<file path="config.mk">
export PLATFORM = sky130hd
export DESIGN_NAME = pssc_top
export DESIGN_NICKNAME = d
export VERILOG_FILES = /design/src/pssc_pkg.sv /design/src/pssc_top.sv
export SDC_FILE = /design/constraint.sdc
export NUM_CORES = 1
export LEC_CHECK = 0
export ABC_CLOCK_PERIOD_IN_PS = 1700
export BUFFER_PORTS_ARGS = -buffer_cell sky130_fd_sc_hd__buf_2
export CAP_MARGIN = 10
export CORE_MARGIN = 3
export CORE_UTILIZATION = 32
export DETAILED_ROUTE_END_ITERATION = 6
export GPL_TIMING_DRIVEN = 0
export PLACE_DENSITY = 0.71
export RECOVER_POWER = 25
export SYNTH_ARGS = -nofsm -noshare
export SYNTH_HDL_FRONTEND = slang
export SYNTH_SLANG_ARGS = --single-unit
export TNS_END_PERCENT = 1
</file>
<file path="constraint.sdc">
create_clock -name clock_i -period 1.7 [get_ports clock_i]
set_input_delay 0 -clock clock_i [delete_from_list [all_inputs] [get_ports clock_i]]
set_output_delay 0 -clock clock_i [all_outputs]
set_load 0.03 [all_outputs]
</file>
<file path="src/pssc_pkg.sv">
package pssc_pkg;

  // Channel sequencing states, Gray coded along reset release, ramp, wait and run.
  typedef enum logic [2:0] {
    PSSC_OFF       = 3'b000,
    PSSC_RAMP_UP   = 3'b001,
    PSSC_WAIT_EDGE = 3'b011,
    PSSC_ACTIVE    = 3'b010,
    PSSC_FAULT     = 3'b110,
    PSSC_RAMP_DOWN = 3'b100
  } pssc_state_t;

  // Output mode select encodings that change inversion or ramp coverage.
  localparam logic [2:0] PSSC_MODE_HALF_MONO = 3'h1;
  localparam logic [2:0] PSSC_MODE_STEREO_INV = 3'h4;
  localparam logic [2:0] PSSC_MODE_HALF_MONO_INV = 3'h5;
  localparam logic [2:0] PSSC_MODE_PARALLEL_INV = 3'h6;

  // Per-output inversion masks, bit n is power output n+1.
  localparam logic [3:0] PSSC_INV_NONE = 4'h0;
  localparam logic [3:0] PSSC_INV_STEREO = 4'ha;
  localparam logic [3:0] PSSC_INV_HALF_MONO = 4'h8;
  localparam logic [3:0] PSSC_INV_PARALLEL = 4'hc;

  // Ramp coverage masks.
  localparam logic [3:0] PSSC_RAMP_ALL = 4'hf;
  localparam logic [3:0] PSSC_RAMP_HALF_ONLY = 4'h3;

  // Register map, byte addresses.
  localparam logic [3:0] PSSC_ADDR_CTRL = 4'h0;
  localparam logic [3:0] PSSC_ADDR_STATUS = 4'h4;

  // Control register fields and reset value.
  localparam int PSSC_CTRL_RAMP_ALLOW_BIT = 0;
  localparam logic [31:0] PSSC_CTRL_RESET = 32'h0000_0001;

  // Status register layout: four 3-bit states, then four edge-seen bits.
  localparam int PSSC_STAT_STATE_LSB = 0;
  localparam int PSSC_STAT_EDGE_LSB = 12;

  // Analog ramp circuit indications per output.
  typedef struct packed {
    logic [3:0] bias_reached;
    logic [3:0] ground_reached;
  } pssc_ramp_sense_t;

  // Commands to the analog ramp circuit per output.
  typedef struct packed {
    logic [3:0] ramp_up;
    logic [3:0] ramp_down;
  } pssc_ramp_cmd_t;

  // Power output drive: level and enable, enable low is high impedance.
  typedef struct packed {
    logic [3:0] level;
    logic [3:0] drive_en;
  } pssc_power_t;

  // Classic Wishbone request.
  typedef struct packed {
    logic cyc;
    logic stb;
    logic we;
    logic [3:0] sel;
    logic [3:0] adr;
    logic [31:0] dat;
  } pssc_wb_req_t;

  // Classic Wishbone answer.
  typedef struct packed {
    logic ack;
    logic [31:0] dat;
  } pssc_wb_rsp_t;

endpackage : pssc_pkg

</file>
<file path="src/pssc_top.sv">
// Behaviour
// Pair reset low: pair in low power, internal state cleared.
// Pair reset low: that pair's power outputs at high impedance.
// Pair reset high: outputs follow ramp enable, mode select, PWM inputs.
// Ramping enabled: reset release ramps outputs up to half supply.
// No switching on a ramping output before bias is reached.
// Ramping enabled: reset assertion ramps outputs down to power ground.
// Modes 001 and 101 ramp only outputs 1 and 2.
// New ramp up or down accepted any time, even mid-ramp.
// After release, output stays high impedance until its input edge.
// Edge wait tracked per input/output pair independently.
// Only a rising input edge activates its output.
// Active output keeps switching until error or pair reset low.
// Ramp-up of outputs 1-2 and 3-4 follows their own pair reset.
// Edge during ramp-up: finish ramp, then switch immediately.
// No edge by ramp end: high impedance until an edge arrives.
// Controller holds resets low until supply stable, then starts PWM.
// Controller mutes inputs at 50% duty before asserting resets.
// Controller asserts resets when supplies drop below operating levels.
// Controller keeps mode select static while either reset is high.
// Mode 100 inverts input 2 against 1 and input 4 against 3.
// Ramp end taken from bias-reached indication, not a cycle count.
//
// The address map and the Wishbone interface to the registers were decided locally.
`timescale 1ns/1ps
module pssc_top (
  input wire logic clock_i,
  input wire logic reset_i,
  input wire logic reset_pair_a_n_i,
  input wire logic reset_pair_b_n_i,
  input wire logic ramp_enable_i,
  input wire logic [2:0] output_mode_select_i,
  input wire logic [3:0] pwm_input_i,
  input wire logic [3:0] fault_i,
  input pssc_pkg::pssc_ramp_sense_t ramp_sense_i,
  output pssc_pkg::pssc_ramp_cmd_t ramp_cmd_o,
  output pssc_pkg::pssc_power_t power_output_o,
  input pssc_pkg::pssc_wb_req_t wb_req_i,
  output pssc_pkg::pssc_wb_rsp_t wb_rsp_o
);
  import pssc_pkg::*;

  logic [31:0] ctrl_ff;
  logic ack_ff;
  logic [31:0] rdat_ff;
  logic [3:0] pwm_prev_ff;
  logic [3:0] pair_run;
  logic [3:0] rise;
  logic [3:0] inv_mask;
  logic [3:0] ramp_mask;
  logic ramp_on;
  logic [3:0] level_ff;
  logic [3:0] drive_ff;
  logic [3:0] up_ff;
  logic [3:0] down_ff;
  logic [3:0] edge_seen_ff;
  logic [11:0] state_bits;
  logic [31:0] status_word;
  logic wb_hit;

  // Outputs 1-2 follow the first pair reset, outputs 3-4 the second.
  // pair reset routing
  assign pair_run = {reset_pair_b_n_i, reset_pair_b_n_i, reset_pair_a_n_i, reset_pair_a_n_i};

  // Software may veto ramping, for boards whose high supply is too high for it.
  assign ramp_on = ramp_enable_i & ctrl_ff[PSSC_CTRL_RAMP_ALLOW_BIT];

  // Input history for edge detection; inputs are synchronous to the clock.
  always_ff @(posedge clock_i) begin
    if (reset_i) begin
      pwm_prev_ff <= 4'h0;
    end else begin
      pwm_prev_ff <= pwm_input_i;
    end
  end

  // rising edge only
  assign rise = pwm_input_i & ~pwm_prev_ff;

  // Mode decode for inversion; the reserved code behaves as plain pass-through.
  always_comb begin
    case (output_mode_select_i)
      // internal inversion
      PSSC_MODE_STEREO_INV: inv_mask = PSSC_INV_STEREO;
      PSSC_MODE_HALF_MONO_INV: inv_mask = PSSC_INV_HALF_MONO;
      PSSC_MODE_PARALLEL_INV: inv_mask = PSSC_INV_PARALLEL;
      default: inv_mask = PSSC_INV_NONE;
    endcase
  end

  // The full-bridge pair never ramps in the 2.1 channel modes.
  always_comb begin
    // ramp coverage
    if ((output_mode_select_i == PSSC_MODE_HALF_MONO) || (output_mode_select_i == PSSC_MODE_HALF_MONO_INV)) begin
      ramp_mask = PSSC_RAMP_HALF_ONLY;
    end else begin
      ramp_mask = PSSC_RAMP_ALL;
    end
  end

  genvar ch;
  generate
    for (ch = 0; ch < 4; ch = ch + 1) begin : g_chan
      pssc_state_t state_ff;
      pssc_state_t nxt_state;
      logic can_ramp;

      assign can_ramp = ramp_on & ramp_mask[ch];

      // Sequencing for one output; every state has its own exit on pair reset.
      always_comb begin
        nxt_state = state_ff;
        case (state_ff)
          PSSC_OFF: begin
            if (pair_run[ch]) begin
              // ramp on release
              nxt_state = can_ramp ? PSSC_RAMP_UP : PSSC_WAIT_EDGE;
            end
          end
          PSSC_RAMP_UP: begin
            if (!pair_run[ch]) begin
              // reverse mid-ramp
              nxt_state = PSSC_RAMP_DOWN;
            end else if (ramp_sense_i.bias_reached[ch]) begin
              // bias indication ends ramp
              // pending edge starts switching
              // otherwise wait
              nxt_state = (edge_seen_ff[ch] | rise[ch]) ? PSSC_ACTIVE : PSSC_WAIT_EDGE;
            end
          end
          PSSC_WAIT_EDGE: begin
            if (!pair_run[ch]) begin
              nxt_state = can_ramp ? PSSC_RAMP_DOWN : PSSC_OFF;
            end else if (rise[ch]) begin
              // per-output activation
              nxt_state = PSSC_ACTIVE;
            end
          end
          PSSC_ACTIVE: begin
            if (!pair_run[ch]) begin
              nxt_state = can_ramp ? PSSC_RAMP_DOWN : PSSC_OFF;
            end else if (fault_i[ch]) begin
              // stop on error
              nxt_state = PSSC_FAULT;
            end
          end
          PSSC_FAULT: begin
            if (!pair_run[ch]) begin
              nxt_state = can_ramp ? PSSC_RAMP_DOWN : PSSC_OFF;
            end
          end
          PSSC_RAMP_DOWN: begin
            if (pair_run[ch]) begin
              // restart ramp-up
              nxt_state = PSSC_RAMP_UP;
            end else if (ramp_sense_i.ground_reached[ch]) begin
              // ramp down ends at ground
              nxt_state = PSSC_OFF;
            end
          end
          default: nxt_state = PSSC_OFF;
        endcase
      end

      // state cleared under pair reset
      always_ff @(posedge clock_i) begin
        if (reset_i) begin
          state_ff <= PSSC_OFF;
        end else begin
          state_ff <= nxt_state;
        end
      end

      // An edge during ramp-up is remembered so switching starts at ramp end.
      always_ff @(posedge clock_i) begin
        if (reset_i) begin
          edge_seen_ff[ch] <= 1'b0;
        end else if (!pair_run[ch]) begin
          // clear internal state
          edge_seen_ff[ch] <= 1'b0;
        end else if ((state_ff == PSSC_RAMP_UP) && rise[ch]) begin
          edge_seen_ff[ch] <= 1'b1;
        end else if (state_ff != PSSC_RAMP_UP) begin
          edge_seen_ff[ch] <= 1'b0;
        end
      end

      // Power drive is enabled only in the next state that switches.
      always_ff @(posedge clock_i) begin
        if (reset_i) begin
          drive_ff[ch] <= 1'b0;
          level_ff[ch] <= 1'b0;
        end else begin
          // high impedance in reset
          // no switching while ramping
          // high impedance until edge
          drive_ff[ch] <= (nxt_state == PSSC_ACTIVE);
          // follow the input per mode
          level_ff[ch] <= (nxt_state == PSSC_ACTIVE) & (pwm_input_i[ch] ^ inv_mask[ch]);
        end
      end

      // Commands to the analog ramp circuit.
      always_ff @(posedge clock_i) begin
        if (reset_i) begin
          up_ff[ch] <= 1'b0;
          down_ff[ch] <= 1'b0;
        end else begin
          up_ff[ch] <= (nxt_state == PSSC_RAMP_UP);
          down_ff[ch] <= (nxt_state == PSSC_RAMP_DOWN);
        end
      end

      assign state_bits[3*ch +: 3] = state_ff;
    end
  endgenerate

  assign power_output_o.level = level_ff;
  assign power_output_o.drive_en = drive_ff;
  assign ramp_cmd_o.ramp_up = up_ff;
  assign ramp_cmd_o.ramp_down = down_ff;

  // Status word shows each channel's state and its remembered edge.
  assign status_word = {16'h0000, edge_seen_ff, state_bits};

  // Wishbone slave: one wait state, ack for one cycle, unmapped reads zero.
  assign wb_hit = wb_req_i.cyc & wb_req_i.stb;

  always_ff @(posedge clock_i) begin
    if (reset_i) begin
      ack_ff <= 1'b0;
    end else begin
      ack_ff <= wb_hit & ~ack_ff;
    end
  end

  // Read data is captured as ack rises, so it stands while ack is high.
  always_ff @(posedge clock_i) begin
    if (reset_i) begin
      rdat_ff <= 32'h0000_0000;
    end else if (wb_hit & ~ack_ff & ~wb_req_i.we) begin
      case (wb_req_i.adr)
        PSSC_ADDR_CTRL: rdat_ff <= ctrl_ff;
        PSSC_ADDR_STATUS: rdat_ff <= status_word;
        default: rdat_ff <= 32'h0000_0000;
      endcase
    end
  end

  // Writes land at the edge where the master samples ack; only byte 0 is used.
  always_ff @(posedge clock_i) begin
    if (reset_i) begin
      ctrl_ff <= PSSC_CTRL_RESET;
    end else if (wb_hit & ack_ff & wb_req_i.we & wb_req_i.sel[0] && (wb_req_i.adr == PSSC_ADDR_CTRL)) begin
      ctrl_ff <= {31'h0000_0000, wb_req_i.dat[PSSC_CTRL_RAMP_ALLOW_BIT]};
    end
  end

  assign wb_rsp_o.ack = ack_ff;
  assign wb_rsp_o.dat = rdat_ff;

endmodule : pssc_top

</file>
==> impl_metrics.tcl <==
set metrics [dict create \
    outcome "finished, final reports clean" \
    dr.pass1.iters 4 \
    critPathLaunchType "flop" \
    detail_route.wl_per_cell_um 12.96 \
    setup_viol 0 \
    setup_tns_ps 0 \
    worst_hold_path_type "in -> reg" \
    fmax_mhz 649.5 \
    synth-xor-area-share_pct 1.122 \
    power.density_nw_per_um2 849.5 \
    worstSetupPathType "reg -> reg" \
    end_kind "flop" \
    period_needed_ps 1540 \
    postSynthCellCount 262 \
    crit_required_ps 1900 \
    crit_chain "clkbuf_1, a21oi_1, a211oi_1, nor3b_1, and4b_1" \
    synth_common_cells "dfxtp_1 (54), nor2_1 (33), a22oi_1 (17), buf_4 (17), clkbuf_1 (13)" \
    dpl_cell_area_um2 2839 \
    final_max_slew_viol_count 0 \
    place.gp.congestion 0.8283 \
    clock_skew_ps 4.101 \
    fp.dieH_um 91.56 \
    ys_async_sr_fraction_pct 0 \
    synth_flop_cell "dfxtp_1" \
    syn_to_final_growth_pct 29.01 \
    nNetsFinal 423 \
    clockBufferDepth 2 \
    grt_util_all_layers_pct 13.97 \
    cts_tree "yes" \
    postLayoutCellArea_um2 3022 \
    cts.sinks 54 \
    die_w_um 91.56 \
    synth_top_family_by_area "simple AND/OR/NAND/NOR gates" \
    rows 30 \
    yosysSeqAreaShare_pct 46.15 \
    finalHoldViolCount 0 \
    worst_slack_ps 160.4 \
    cpLargestDelayFamily "compound AO/OA/AOI/OAI gates" \
    viasPerCell 4.693 \
    stdcell_count 453 \
    drt_iter0_drc 85 \
    crit_fanout 8 \
    synth_most_common_cell "dfxtp_1" \
    grt_pass1_vias 2052 \
    max_cap_viol_count 0 \
    die-area_um2 8382 \
    timing.hold.ws_ps 44.74 \
    postCtsSetupRepairBufs 0 \
    cp_slowest_stage_delay_ps 340 \
    worstPathArrival_ps 1740 \
    ys_warn_count 0 \
    netlist_area_um2 2342 \
    vias 2126 \
    grt_max_degree 16 \
    crit_slowest_cell "a211oi_1" \
    synth-adder-area-share_pct 0 \
    synth_top_area_share_pct 46.15 \
    start_util_pct 33.73 \
    place_ws_ps 66.95 \
    fillCellCount 715 \
    drc 0 \
    place_inst 437 \
    synth_area_leader_cell "dfxtp_1" \
    worstMarginPinSlew_ps 549.2 \
    drive_gt1_share_pct 21.85 \
    cts_root_buffer "clkbuf_8" \
    p_leak_nw 1.284 \
    synth.distinct_cells 53 \
    grt_pass1_wl_um 9501 \
    clock_latency_ps 300 \
    antenna_found_initial 0 \
    gr-total-overflow 0 \
    critical_path_buf_inv_count 1 \
    antenna_cells 0 \
    htree_levels 2 \
    ys_seq_elements 54 \
    synth_area_leaders "dfxtp_1 (46%), a22oi_1 (5.4%), buf_4 (5.4%)" \
    synth_edf_count 0 \
    synthSimpleGateAreaFrac_pct 21.85 \
    io_pins 116 \
    rsz0062_at_grt "no" \
    synthMuxAreaShare_pct 1.282 \
    portBuffers 64 \
    hpwlAfterDp_um 4415 \
    wirelength_um 5873 \
    core-area_um2 6944 \
    avgSynthCellArea_um2 8.940 \
    synth_compound_area_share_pct 19.55 \
    fin_crit_sh_pct 90.56 \
    numCtsBuffers 5 \
    clk_pin_slew_ps 90 \
    slew-limit-headroom_pct 63.39 \
    ant_nets 0 \
    vdd_drop_max_mv 0.3420 \
]
[state kept, by name, indices dropped and copies added, names as in the netlist]
register / flops
rdat_ff: 16
g_chan.state_ff: 12
power_output_o: 8
ramp_cmd_o: 8
edge_seen_ff: 4
pwm_prev_ff: 4
ack_ff: 1
ctrl_ff: 1
[through the flow]
step | utilization (%) | power (mW)
after floorplan | - | 1.660
after global placement | 40.88 | 1.770
after detailed placement | 40.88 | 1.777
after CTS | 43.77 | 2.593
after global routing | 43.51 | 2.692
final | 43.51 | 2.567
[timing repair]
action                                  in CTS  in global routing
endpoints found under the hold margin       11                  0
hold buffers                                 9                  0
gates resized for setup                      0                  6
endpoints found under the setup margin       0                 12
[kinds of logic after synthesis]
group	count (synthesis)
buffers and inverters	42
AO/OA/AOI/OAI	64
other	1
XOR/XNOR	3
multiplexers	3
AND/OR/NAND/NOR	95
flip-flops	54
[power by group]
group | internal [mW] | switching [mW] | leakage (nW)
registers | 1.31 | 0.0231 | 0.440
clock network | 0.412 | 0.390 | 0.0575
logic | 0.168 | 0.267 | 0.787
[final cells by class]
cell class              instances  area, um2  area share (%)
plain buffers                  32      196.4           6.501
repair buffers                 73      384.1           12.71
well taps                      96      120.1           3.975
inverters                       9      33.78           1.118
clock buffers                   8      110.1           3.644
multi-input cells             181       1096           36.27
flip-flops and latches         54       1081           35.78
[layer usage]
metal / share of wire [%] / track usage, %
met5: 0 / 0
met4: 0.58 / 3.266
met3: 5.6 / 3.645
met2: 48 / 24.35
met1: 46 / 17.07
[path summary, 6_finish.rpt]
| path | startpoint | end | slack [ps] | cells past startpoint |
|---|---|---|---|---|
| max reg2reg | ctrl_ff[0]$_SDFFE_PP1P_ | power_output_o[4]$_SDFF_PP0_ | 160 | 5 |
| min reg2reg | ack_ff$_SDFF_PP0_ | ack_ff$_SDFF_PP0_ | 480 | 1 |
| max | ctrl_ff[0]$_SDFFE_PP1P_ | power_output_o[4]$_SDFF_PP0_ | 160 | 5 |
| min | ramp_sense_i[4] | ramp_cmd_o[0]$_SDFF_PP0_ | 40 | 3 |
[placed cells by master, fill, tap and decap left out, drive strengths merged, types with 2 or more instances in the layout]
master and count:
a21oi 8, a221oi 2, nand3 2, a22oi 17, nand2b 7, dlygate4sd3 9
nor4 3, nor3b 5, buf 63, nand3b 2, o21a 5, and4b 2
nor2b 10, and2 2, o21bai 3, a2111oi 2, a21o 2, and3b 2
clkbuf 41, nand2 11, a31oi 2, nor3 6, nand4 2, mux2i 3
inv 9, o21ai 12, nor2 34, conb 16, a211oi 3, xnor2 2
dfxtp 54
[worst reg2reg max path, stage by stage (launching register included)]
cell,delay [ps]
dfxtp_1,310
clkbuf_1,330
a21oi_1,120
a211oi_1,340
nor3b_1,120
and4b_1,210
Note: power is estimated with default switching activity, not from simulation.
